## config.mk

```make
export PLATFORM = sky130hd
export DESIGN_NAME = adc_sequencer_control
export DESIGN_NICKNAME = d
export VERILOG_FILES = /design/src/rtl/adc_seq_pkg.sv /design/src/rtl/adc_conv_timer.sv /design/src/rtl/adc_sequencer_control.sv /design/src/rtl/adc_trigger_select.sv
export SDC_FILE = /design/constraint.sdc
export NUM_CORES = 1
export LEC_CHECK = 0
export ABC_CLOCK_PERIOD_IN_PS = 4170
export CORE_ASPECT_RATIO = 0.8
export CORE_UTILIZATION = 55
export CTS_BUF_LIST = sky130_fd_sc_hd__clkbuf_16
export DETAILED_ROUTE_END_ITERATION = 10
export DONT_BUFFER_PORTS = 1
export PLACE_DENSITY_LB_ADDON = 0.1
export SKIP_CTS_REPAIR_TIMING = 1
export SYNTH_ARGS = -nofsm -noshare
export SYNTH_HDL_FRONTEND = slang
export SYNTH_SLANG_ARGS = --single-unit
```

## constraint.sdc

```tcl
create_clock -name CLOCK -period 4.17 [get_ports CLOCK]
set_clock_uncertainty 0.1 [all_clocks]
set_input_delay 0.2085 -clock CLOCK [delete_from_list [all_inputs] [get_ports CLOCK]]
set_output_delay 0.2085 -clock CLOCK [all_outputs]
set_load 0.01 [all_outputs]
```

## src/rtl/adc_seq_pkg.sv

```systemverilog
// Constants and types shared by the converter sequencer control files.
// Assumes a 125 MHz system clock and a 32-bit AXI4-Lite register port.
// =====================================================================
// Functional notes
// - Software selects ten-bit or eight-bit result for each conversion.
// - Software chooses which of eight analog channels are converted.
// - Single-pass mode converts one channel or a range once, then halts.
// - Repeating mode restarts the channel range after each pass by itself.
// - Paused-step mode converts one channel per start event, then waits.
// - Conversion end raises interrupt request and auto I/O service request.
// - With interrupts enabled, unread results are held between single and repeating scan steps; a paused-step or idle start overwrites them.
// - Start source is software, timer rising edge, or external falling edge.
// - Whole conversion including sampling lasts at least 6.13 us.
// - Sampling lasts at least 3.75 us before approximation begins.
package adc_seq_pkg;
  // =====================================================================
  // Register map; printed offsets are word indices, byte address is 4x
  localparam logic [7:0] MODE_CHAN_IDX = 8'h2C;
  localparam logic [7:0] CTRL_STAT_IDX = 8'h2D;
  localparam logic [7:0] RESULT_IDX = 8'h2E;
  localparam logic [7:0] IRQ_MASK_IDX = 8'h30;
  localparam logic [9:0] MODE_CHAN_ADDR = {MODE_CHAN_IDX, 2'b00};
  localparam logic [9:0] CTRL_STAT_ADDR = {CTRL_STAT_IDX, 2'b00};
  localparam logic [9:0] RESULT_ADDR = {RESULT_IDX, 2'b00};
  localparam logic [9:0] IRQ_MASK_ADDR = {IRQ_MASK_IDX, 2'b00};
  localparam logic [7:0] MODE_CHAN_RESET = 8'h00;
  localparam logic [7:0] CTRL_STAT_RESET = 8'h00;
  // =====================================================================
  // Field positions, control/status register
  localparam int BUSY_BIT = 7;
  localparam int DONE_BIT = 6;
  localparam int IRQ_EN_BIT = 5;
  localparam int HOLDOFF_BIT = 4;
  localparam int SRC_HI_BIT = 3;
  localparam int SRC_LO_BIT = 2;
  localparam int GO_BIT = 1;
  // Mode/channel register and result register fields
  localparam int PATTERN_HI_BIT = 7;
  localparam int PATTERN_LO_BIT = 6;
  localparam int FIRST_HI_BIT = 5;
  localparam int FIRST_LO_BIT = 3;
  localparam int LAST_HI_BIT = 2;
  localparam int LAST_LO_BIT = 0;
  localparam int RES_SEL_BIT = 15;
  // Interrupt status/mask bits
  localparam int EV_DONE_BIT = 0;
  localparam int EV_HOLD_BIT = 1;
  localparam int EV_WIDTH = 2;
  // =====================================================================
  // Timing: figures in ns, cycle counts derived from 8 ns clock
  localparam int CLOCK_PERIOD_NS = 8;
  localparam int CONV_MIN_NS = 6130;
  localparam int SAMPLE_MIN_NS = 3750;
  localparam int CONV_MIN_CYC = (CONV_MIN_NS + CLOCK_PERIOD_NS - 1) / CLOCK_PERIOD_NS;
  localparam int SAMPLE_MIN_CYC = (SAMPLE_MIN_NS + CLOCK_PERIOD_NS - 1) / CLOCK_PERIOD_NS;
  localparam int APPROX_MIN_CYC = CONV_MIN_CYC - SAMPLE_MIN_CYC;
  localparam int RESULT_BITS = 10;
  // =====================================================================
  // Modes and start sources
  typedef enum logic [1:0] {PAT_SINGLE, PAT_SINGLE2, PAT_REPEAT, PAT_STEP} pattern_t;
  typedef enum logic [1:0] {SRC_SOFT, SRC_SOFT2, SRC_TIMER, SRC_EXT} source_t;
  // AXI responses
  localparam logic [1:0] RESP_OKAY = 2'h0;
  localparam logic [1:0] RESP_SLVERR = 2'h2;
endpackage

```

## src/rtl/adc_conv_timer.sv

```systemverilog
// Per-channel conversion timer: sample phase, then approximation phase.
// Assumes the sequencer latches the core result when done pulses.
`timescale 1ns/1ns
module adc_conv_timer
#(
  parameter int SAMPLE_CYC = adc_seq_pkg::SAMPLE_MIN_CYC,
  parameter int APPROX_CYC = adc_seq_pkg::APPROX_MIN_CYC
)
(
  input wire logic clk,
  input wire logic arst_n,
  input wire logic ce,
  input wire logic go,
  output logic sampling,
  output logic active,
  output logic done
);
  typedef enum logic [1:0] {T_IDLE, T_SAMPLE, T_APPROX} tstate_t;
  tstate_t state_reg;
  tstate_t state_next;
  logic [11:0] cnt_reg;
  logic [11:0] cnt_next;

  // =====================================================================
  // Phase sequencing
  always_comb
  begin
    state_next = state_reg;
    cnt_next = cnt_reg;
    done = 1'b0;
    if (ce)
    begin
      unique case (state_reg)
        T_IDLE:
        begin
          if (go)
          begin
            state_next = T_SAMPLE;
            cnt_next = 12'(SAMPLE_CYC - 1);
          end
        end
        T_SAMPLE:
        begin
          if (cnt_reg == 12'h000)
          begin
            state_next = T_APPROX;
            cnt_next = 12'(APPROX_CYC - 1);
          end
          else
            cnt_next = cnt_reg - 12'h001;
        end
        T_APPROX:
        begin
          if (cnt_reg == 12'h000)
          begin
            state_next = T_IDLE;
            done = 1'b1;
          end
          else
            cnt_next = cnt_reg - 12'h001;
        end
        default: state_next = T_IDLE;
      endcase
    end
  end

  always_ff @(posedge clk or negedge arst_n)
  begin
    if (!arst_n)
    begin
      state_reg <= T_IDLE;
      cnt_reg <= 12'h000;
    end
    else
    begin
      state_reg <= state_next;
      cnt_reg <= cnt_next;
    end
  end

  assign sampling = (state_reg == T_SAMPLE);
  assign active = (state_reg != T_IDLE);

  // Conversion time check
  int unsigned len_q;
  always_ff @(posedge clk or negedge arst_n)
  begin
    if (!arst_n)
      len_q <= 0;
    else if (ce)
      len_q <= (state_reg == T_IDLE) ? 0 : len_q + 1;
  end
endmodule // adc_conv_timer

```

## src/rtl/adc_sequencer_control.sv

```systemverilog
// Converter sequencer control: modes, channel scan, start, interrupts, AXI4-Lite.
// Assumes an analog core that samples CHANNEL and delivers CORE_RESULT at end.
`timescale 1ns/1ns
module adc_sequencer_control
(
  input wire logic CLOCK,
  input wire logic ARST_N,
  input wire logic CE,
  input wire logic [9:0] S_AXI_AWADDR,
  input wire logic S_AXI_AWVALID,
  output logic S_AXI_AWREADY,
  input wire logic [31:0] S_AXI_WDATA,
  input wire logic [3:0] S_AXI_WSTRB,
  input wire logic S_AXI_WVALID,
  output logic S_AXI_WREADY,
  output logic [1:0] S_AXI_BRESP,
  output logic S_AXI_BVALID,
  input wire logic S_AXI_BREADY,
  input wire logic [9:0] S_AXI_ARADDR,
  input wire logic S_AXI_ARVALID,
  output logic S_AXI_ARREADY,
  output logic [31:0] S_AXI_RDATA,
  output logic [1:0] S_AXI_RRESP,
  output logic S_AXI_RVALID,
  input wire logic S_AXI_RREADY,
  input wire logic TIMER1_OUT,
  input wire logic EXT_TRIG_N,
  input wire logic [9:0] CORE_RESULT,
  output logic [2:0] CHANNEL,
  output logic SAMPLE,
  output logic CONV_ACTIVE,
  output logic AUTO_IO_SERVICE_REQ,
  output logic IRQ
);
  // =====================================================================
  // Register state
  logic [7:0] mode_chan_reg, mode_chan_next;
  logic irq_en_reg, irq_en_next;
  logic [1:0] src_reg, src_next;
  logic done_reg, done_next;
  logic res_sel_reg, res_sel_next;
  logic [9:0] result_reg, result_next;
  logic unread_reg, unread_next;
  logic [adc_seq_pkg::EV_WIDTH-1:0] ev_reg, ev_next;
  logic [adc_seq_pkg::EV_WIDTH-1:0] mask_reg, mask_next;
  logic [2:0] chan_reg, chan_next;
  logic busy_reg, busy_next;
  logic waiting_reg, waiting_next;
  logic soft_go, start_pulse, conv_go, conv_done, sampling, active, holdoff;
  // Bus state
  logic aw_reg, aw_next, w_reg, w_next, bv_reg, bv_next, rv_reg, rv_next;
  logic [9:0] awaddr_reg, awaddr_next;
  logic [31:0] wdata_reg, wdata_next, rdata_reg, rdata_next;
  logic [3:0] wstrb_reg, wstrb_next;
  logic [1:0] bresp_reg, bresp_next, rresp_reg, rresp_next;
  logic wr_fire, rd_fire;

  wire adc_seq_pkg::pattern_t pattern =
    adc_seq_pkg::pattern_t'(mode_chan_reg[adc_seq_pkg::PATTERN_HI_BIT:adc_seq_pkg::PATTERN_LO_BIT]);
  wire [2:0] first_ch = mode_chan_reg[adc_seq_pkg::FIRST_HI_BIT:adc_seq_pkg::FIRST_LO_BIT];
  wire [2:0] last_ch = mode_chan_reg[adc_seq_pkg::LAST_HI_BIT:adc_seq_pkg::LAST_LO_BIT];

  // Register offset decode, used by both write and read paths
  function automatic logic [2:0] reg_sel(input logic [9:0] addr);
    unique case (addr)
      adc_seq_pkg::MODE_CHAN_ADDR: return 3'h1;
      adc_seq_pkg::CTRL_STAT_ADDR: return 3'h2;
      adc_seq_pkg::RESULT_ADDR: return 3'h3;
      adc_seq_pkg::IRQ_MASK_ADDR: return 3'h4;
      default: return 3'h0;
    endcase
  endfunction

  // =====================================================================
  // Submodules
  adc_trigger_select u_trig (
    .clk(CLOCK), .arst_n(ARST_N), .ce(CE), .source_sel(src_reg), .soft_go(soft_go),
    .timer_out(TIMER1_OUT), .ext_trig_n(EXT_TRIG_N), .start_pulse(start_pulse));
  adc_conv_timer u_timer (
    .clk(CLOCK), .arst_n(ARST_N), .ce(CE), .go(conv_go), .sampling(sampling),
    .active(active), .done(conv_done));

  // =====================================================================
  // AXI4-Lite handshake; address and data taken in either order
  assign S_AXI_AWREADY = ~aw_reg & ~bv_reg;
  assign S_AXI_WREADY = ~w_reg & ~bv_reg;
  assign S_AXI_ARREADY = ~rv_reg;
  assign wr_fire = aw_reg & w_reg & ~bv_reg & CE;
  assign rd_fire = S_AXI_ARVALID & ~rv_reg & CE;

  always_comb
  begin
    aw_next = aw_reg;
    w_next = w_reg;
    bv_next = bv_reg;
    rv_next = rv_reg;
    awaddr_next = awaddr_reg;
    wdata_next = wdata_reg;
    wstrb_next = wstrb_reg;
    bresp_next = bresp_reg;
    rresp_next = rresp_reg;
    rdata_next = rdata_reg;
    if (CE)
    begin
      if (S_AXI_AWVALID && S_AXI_AWREADY)
      begin
        aw_next = 1'b1;
        awaddr_next = S_AXI_AWADDR;
      end
      if (S_AXI_WVALID && S_AXI_WREADY)
      begin
        w_next = 1'b1;
        wdata_next = S_AXI_WDATA;
        wstrb_next = S_AXI_WSTRB;
      end
      if (wr_fire)
      begin
        aw_next = 1'b0;
        w_next = 1'b0;
        bv_next = 1'b1;
        bresp_next = (reg_sel(awaddr_reg) == 3'h0) ? adc_seq_pkg::RESP_SLVERR
                                                   : adc_seq_pkg::RESP_OKAY;
      end
      if (bv_reg && S_AXI_BREADY)
        bv_next = 1'b0;
      if (rv_reg && S_AXI_RREADY)
        rv_next = 1'b0;
      if (rd_fire)
      begin
        rv_next = 1'b1;
        rresp_next = adc_seq_pkg::RESP_OKAY;
        unique case (reg_sel(S_AXI_ARADDR))
          3'h1: rdata_next = {24'h000000, mode_chan_reg};
          3'h2: rdata_next = {24'h000000, busy_reg, done_reg, irq_en_reg, holdoff,
                              src_reg, 2'b00};
          3'h3: rdata_next = {16'h0000, res_sel_reg, 5'h00,
                              res_sel_reg ? {2'b00, result_reg[9:2]} : result_reg};
          3'h4: rdata_next = {16'h0000, 6'h00, mask_reg, 6'h00, ev_reg};
          default:
          begin
            rdata_next = 32'h00000000;
            rresp_next = adc_seq_pkg::RESP_SLVERR;
          end
        endcase
      end
    end
  end

  always_ff @(posedge CLOCK or negedge ARST_N)
  begin
    if (!ARST_N)
    begin
      aw_reg <= 1'b0;
      w_reg <= 1'b0;
      bv_reg <= 1'b0;
      rv_reg <= 1'b0;
      awaddr_reg <= 10'h000;
      wdata_reg <= 32'h00000000;
      wstrb_reg <= 4'h0;
      bresp_reg <= 2'h0;
      rresp_reg <= 2'h0;
      rdata_reg <= 32'h00000000;
    end
    else
    begin
      aw_reg <= aw_next;
      w_reg <= w_next;
      bv_reg <= bv_next;
      rv_reg <= rv_next;
      awaddr_reg <= awaddr_next;
      wdata_reg <= wdata_next;
      wstrb_reg <= wstrb_next;
      bresp_reg <= bresp_next;
      rresp_reg <= rresp_next;
      rdata_reg <= rdata_next;
    end
  end

  assign S_AXI_BVALID = bv_reg;
  assign S_AXI_BRESP = bresp_reg;
  assign S_AXI_RVALID = rv_reg;
  assign S_AXI_RDATA = rdata_reg;
  assign S_AXI_RRESP = rresp_reg;

  // =====================================================================
  // Sequencer and registers
  wire wr_mode = wr_fire && reg_sel(awaddr_reg) == 3'h1 && wstrb_reg[0];
  wire wr_ctrl = wr_fire && reg_sel(awaddr_reg) == 3'h2 && wstrb_reg[0];
  wire wr_res = wr_fire && reg_sel(awaddr_reg) == 3'h3 && wstrb_reg[1];
  wire wr_mask = wr_fire && reg_sel(awaddr_reg) == 3'h4 && wstrb_reg[1];
  wire rd_res = rd_fire && reg_sel(S_AXI_ARADDR) == 3'h3;
  wire rd_ev = rd_fire && reg_sel(S_AXI_ARADDR) == 3'h4;
  assign soft_go = wr_ctrl & wdata_reg[adc_seq_pkg::GO_BIT];
  // hold off while waiting after a conversion, an unread result exists and interrupts are on
  assign holdoff = irq_en_reg & unread_reg & waiting_reg;
  assign conv_go = CE & busy_reg & ~active & ~waiting_reg & ~holdoff;

  always_comb
  begin
    mode_chan_next = mode_chan_reg;
    irq_en_next = irq_en_reg;
    src_next = src_reg;
    done_next = done_reg;
    res_sel_next = res_sel_reg;
    result_next = result_reg;
    unread_next = unread_reg;
    ev_next = ev_reg;
    mask_next = mask_reg;
    chan_next = chan_reg;
    busy_next = busy_reg;
    waiting_next = waiting_reg;
    if (CE)
    begin
      if (wr_mode)
        mode_chan_next = wdata_reg[7:0];
      if (wr_res)
        res_sel_next = wdata_reg[adc_seq_pkg::RES_SEL_BIT];
      if (wr_mask)
        mask_next = wdata_reg[8 +: adc_seq_pkg::EV_WIDTH];
      if (wr_ctrl)
      begin
        irq_en_next = wdata_reg[adc_seq_pkg::IRQ_EN_BIT];
        src_next = wdata_reg[adc_seq_pkg::SRC_HI_BIT:adc_seq_pkg::SRC_LO_BIT];
        if (!wdata_reg[adc_seq_pkg::DONE_BIT])
          done_next = 1'b0;
      end
      if (rd_res)
        unread_next = 1'b0;
      if (rd_ev)
        ev_next = '0;
      if (start_pulse)
      begin
        if (!busy_reg)
        begin
          busy_next = 1'b1;
          chan_next = first_ch;
          waiting_next = 1'b0;
        end
        else if (waiting_reg && pattern == adc_seq_pkg::PAT_STEP)
          waiting_next = 1'b0;
      end
      else if (waiting_reg && !holdoff && pattern != adc_seq_pkg::PAT_STEP)
        waiting_next = 1'b0;
      if (holdoff)
        ev_next[adc_seq_pkg::EV_HOLD_BIT] = 1'b1;
      if (conv_done)
      begin
        result_next = CORE_RESULT;
        unread_next = 1'b1;
        // end flag, set wins over clear
        done_next = 1'b1;
        ev_next[adc_seq_pkg::EV_DONE_BIT] = 1'b1;
        chan_next = (chan_reg == last_ch) ? first_ch : chan_reg + 3'h1;
        waiting_next = 1'b1;
        unique case (pattern)
          adc_seq_pkg::PAT_REPEAT: busy_next = 1'b1;
          adc_seq_pkg::PAT_STEP: busy_next = 1'b1;
          default: busy_next = (chan_reg != last_ch);
        endcase
      end
    end
  end

  always_ff @(posedge CLOCK or negedge ARST_N)
  begin
    if (!ARST_N)
    begin
      mode_chan_reg <= adc_seq_pkg::MODE_CHAN_RESET;
      irq_en_reg <= 1'b0;
      src_reg <= 2'b00;
      done_reg <= 1'b0;
      res_sel_reg <= 1'b0;
      result_reg <= 10'h000;
      unread_reg <= 1'b0;
      ev_reg <= '0;
      mask_reg <= '0;
      chan_reg <= 3'h0;
      busy_reg <= 1'b0;
      waiting_reg <= 1'b0;
    end
    else
    begin
      mode_chan_reg <= mode_chan_next;
      irq_en_reg <= irq_en_next;
      src_reg <= src_next;
      done_reg <= done_next;
      res_sel_reg <= res_sel_next;
      result_reg <= result_next;
      unread_reg <= unread_next;
      ev_reg <= ev_next;
      mask_reg <= mask_next;
      chan_reg <= chan_next;
      busy_reg <= busy_next;
      waiting_reg <= waiting_next;
    end
  end

  // Outputs; interrupt from done flag with its enable, or from any masked event
  assign CHANNEL = chan_reg;
  assign SAMPLE = sampling;
  assign CONV_ACTIVE = busy_reg;
  assign AUTO_IO_SERVICE_REQ = done_reg & irq_en_reg;
  assign IRQ = (done_reg & irq_en_reg) | |(ev_reg & mask_reg);
endmodule // adc_sequencer_control

```

## src/rtl/adc_trigger_select.sv

```systemverilog
// Start event selector: software, timer rising edge, external falling edge.
// Assumes trigger inputs are synchronous to CLOCK.
`timescale 1ns/1ns
module adc_trigger_select
(
  input wire logic clk,
  input wire logic arst_n,
  input wire logic ce,
  input wire logic [1:0] source_sel,
  input wire logic soft_go,
  input wire logic timer_out,
  input wire logic ext_trig_n,
  output logic start_pulse
);
  logic timer_reg;
  logic timer_next;
  logic ext_reg;
  logic ext_next;

  // =====================================================================
  // Edge history
  always_comb
  begin
    timer_next = timer_in_hold(ce, timer_out, timer_reg);
    ext_next = timer_in_hold(ce, ext_trig_n, ext_reg);
  end

  function automatic logic timer_in_hold(input logic en, input logic d, input logic q);
    return en ? d : q;
  endfunction

  always_ff @(posedge clk or negedge arst_n)
  begin
    if (!arst_n)
    begin
      timer_reg <= 1'b0;
      ext_reg <= 1'b1;
    end
    else
    begin
      timer_reg <= timer_next;
      ext_reg <= ext_next;
    end
  end

  // source select
  // Software start always accepted as well, so a stuck edge can be bypassed
  always_comb
  begin
    unique case (adc_seq_pkg::source_t'(source_sel))
      adc_seq_pkg::SRC_TIMER: start_pulse = ce & (soft_go | (timer_out & ~timer_reg));
      adc_seq_pkg::SRC_EXT: start_pulse = ce & (soft_go | (~ext_trig_n & ext_reg));
      default: start_pulse = ce & soft_go;
    endcase
  end
endmodule // adc_trigger_select
```

==> impl_metrics.json <==
{
  "start_util_pct": 56.7,
  "cpMaxStageDelayCell": "nor4_1",
  "drc": 0,
  "maxCapViolCount": 0,
  "rows": 29,
  "violations": "hold timing",
  "outcome": "finished with violations",
  "yosysTopAreaCell": "dfrtp_1",
  "clock_latency_ns": 0.34,
  "max_freq_ghz": 0.318,
  "yosysWarnings": 0,
  "cts_max_level": 3,
  "nNetsFinal": 528,
  "dp_cells": 503,
  "die-height_microns": 82.8,
  "p_comb_share_pct": 25.0,
  "cts_tree": "built",
  "finalCritPeriodShare_pct": 75.4,
  "vdd_drop_max_uv": 329,
  "via_per_inst": 5.88,
  "drv_slew": 0,
  "drive_above_1_share_pct": 17.1,
  "path_clk_slew_ns": 0.07,
  "p_int_mw": 1.95,
  "drtAntennaViolNets": 0,
  "clock_path_buffers": 2,
  "synth_area_sq_mm": 0.00448,
  "hpwlAfterDp_mm": 6.83,
  "synth-edff-count": 0,
  "setup_viol": 0,
  "final_common_cell": "dfrtp_1",
  "rsz0062_at_grt": "no",
  "grt_max_degree": 90,
  "clk_root_buffer_cell": "clkbuf_16",
  "vias": 3292,
  "place_area_sq_mm": 0.00448,
  "synth_top_area_share_pct": 49.1,
  "dieArea_sq_mm": 0.00852,
  "final_util_pct": 66.1,
  "avgRoutedWirePerCell_microns": 18.1,
  "synthArstFlopShare_pct": 100,
  "largest_reg_flops": 12,
  "total_power_mw": 2.92,
  "coreArea_sq_mm": 0.00791,
  "cts.sinks": 89,
  "post-route-min-period_ns": 3.14,
  "antenna_found_initial": 1,
  "critical_path_class": "flip-flop to flip-flop",
  "syn_avg_cell_area_sq_um": 11.0,
  "worstPathRequired_ns": 4.30,
  "hold_path_class": "input pin to flip-flop",
  "hold_viol": 1,
  "grt_usage_pct": 23.9,
  "switching_share_pct": 33.0,
  "arrival_ns": 3.28,
  "die_w_microns": 103,
  "grt-ovfl-total": 0,
  "fin_area_sq_mm": 0.00523,
  "synth-main-ff-cell": "dfrtp_1",
  "switching_power_uw": 962,
  "synthDistinctLibCells": 59,
  "wirelength_mm": 10.1,
  "power_density_mw_per_mm2": 558,
  "worst_pin_slew_ns": 1.05,
  "first_pass_iters": 5,
  "fill_cells": 622,
  "synth_area_leaders": "dfrtp_1, mux2_2, buf_4",
  "final_cell_mix": "dfrtp_1, mux2_2, dlygate4sd3_1",
  "crit_chain": "inv_1 -> ha_1 -> or3b_2 -> nor4_1 -> or3_1 -> nor2_1 -> o22a_1",
  "power.leakage_nw": 2.42,
  "ys_seq_area_share_pct": 49.7,
  "synth_cells": 408,
  "syn_to_final_growth_pct": 16.6,
  "cts_buffers": 9,
  "io_pins": 124,
  "grt_pass1_wl_mm": 15.0,
  "grt_pass1_vias": 2912,
  "whs_ns": -0.0228,
  "worst_setup_path_start_kind": "flip-flop",
  "pwr-share-seq_pct": 44.5,
  "ys_ff_latch": 89,
  "drt_iter0_markers": 150,
  "portBuffers": 0,
  "cp-end-kind": "flip-flop",
  "timing.setup.tns_ns": 0,
  "cp_slowest_stage_delay_ns": 0.89,
  "globalplace.congestion": 0.774,
  "maxSlewHeadroom_pct": 29.2,
  "pwr-share-clk_pct": 30.5,
  "layoutNonFillerInstCount": 560,
  "worstPathMaxFanout": 13
}
[power groups by stage]
stage	sequential, mW	clock [mW]	combinational [mW]
detailed placement	1.31	0	0.671
global placement	1.29	0	0.640
finish	1.30	0.889	0.729
floorplan	1.24	0	0.584
CTS	1.29	0.904	0.675
global route	1.33	0.944	0.819
[critical path: cells and delay by family (launching register included)]
| kind | cells | cell delay (ns) |
|---|---|---|
| buffers and inverters | 1 | 0.08 |
| AO/OA/AOI/OAI | 1 | 0.18 |
| adder cells (fa/ha/maj) | 1 | 0.19 |
| AND/OR/NAND/NOR | 4 | 2.07 |
| flip-flops | 1 | 0.41 |
[routing by layer]
| layer | global-route usage [%] | up-vias | wire length [microns] |
|---|---|---|---|
| li1 | - | 1520 | - |
| met1 | 34.5 | 1642 | 4680 |
| met4 | 6.48 | 0 | 88 |
| met2 | 35.3 | 123 | 4760 |
| met3 | 6.82 | 7 | 610 |
| met5 | 0 | - | 0 |
[area by class of cell]
class	count	area, sq um	area share (%)
Multi-Input combinational cell	288	2050	39.2
Clock inverter	7	100	1.91
Clock buffer	9	225	4.31
Antenna cell	1	2.50	0.0479
Timing Repair Buffer	41	425	8.14
Inverter	17	63.8	1.22
Tap cell	108	135	2.58
Sequential cell	89	2230	42.6
[final timing paths]
kind,startpoint,end,slack [ns],cells past startpoint
max,u_timer.cnt_reg[0],u_timer.cnt_reg[5],1.03,7
min,CE,done_reg,-0.02,3
max reg2reg,u_timer.cnt_reg[0],u_timer.cnt_reg[5],1.03,7
min reg2reg,wdata_reg[15],res_sel_reg,0.39,2
max in group asynchronous,ARST_N,u_trig.ext_reg,3.27,2
min in group asynchronous,ARST_N,result_reg[1],0.31,2
[cell families after synthesis]
| family | after synthesis | synth area share (%) |
|---|---|---|
| AOI/OAI and AO/OA | 83 | 12.6 |
| xor gates and xnor gates | 4 | 0.781 |
| adders and majority gates | 6 | 1.67 |
| buffers and inverters | 53 | 6.61 |
| DFF | 89 | 49.7 |
| muxes | 59 | 14.7 |
| other | 1 | 0.0836 |
| and+or+nand+nor | 113 | 13.9 |
[Yosys cell counts (7+ instances only)]
master and count:
inv_1 17, o21ai_0 22, mux2i_1 8, nor2_1 17
clkbuf_1 9, nor4_1 8, mux2_2 50, a21o_1 7
a21oi_1 10, a22oi_1 10, dfrtp_1 88, nand3_1 8
buf_4 23, nand2_1 38
[stage by stage]
| step | hold slack, ns | setup slack [ns] |
|---|---|---|
| global route | 0.0384 | 0.850 |
| floorplan | -0.187 | 1.42 |
| finish | -0.0228 | 1.03 |
| global placement | -0.186 | 1.20 |
| detailed placement | -0.186 | 1.09 |
| CTS | -0.549 | 1.08 |
Note: power is estimated with default switching activity, not from simulation.
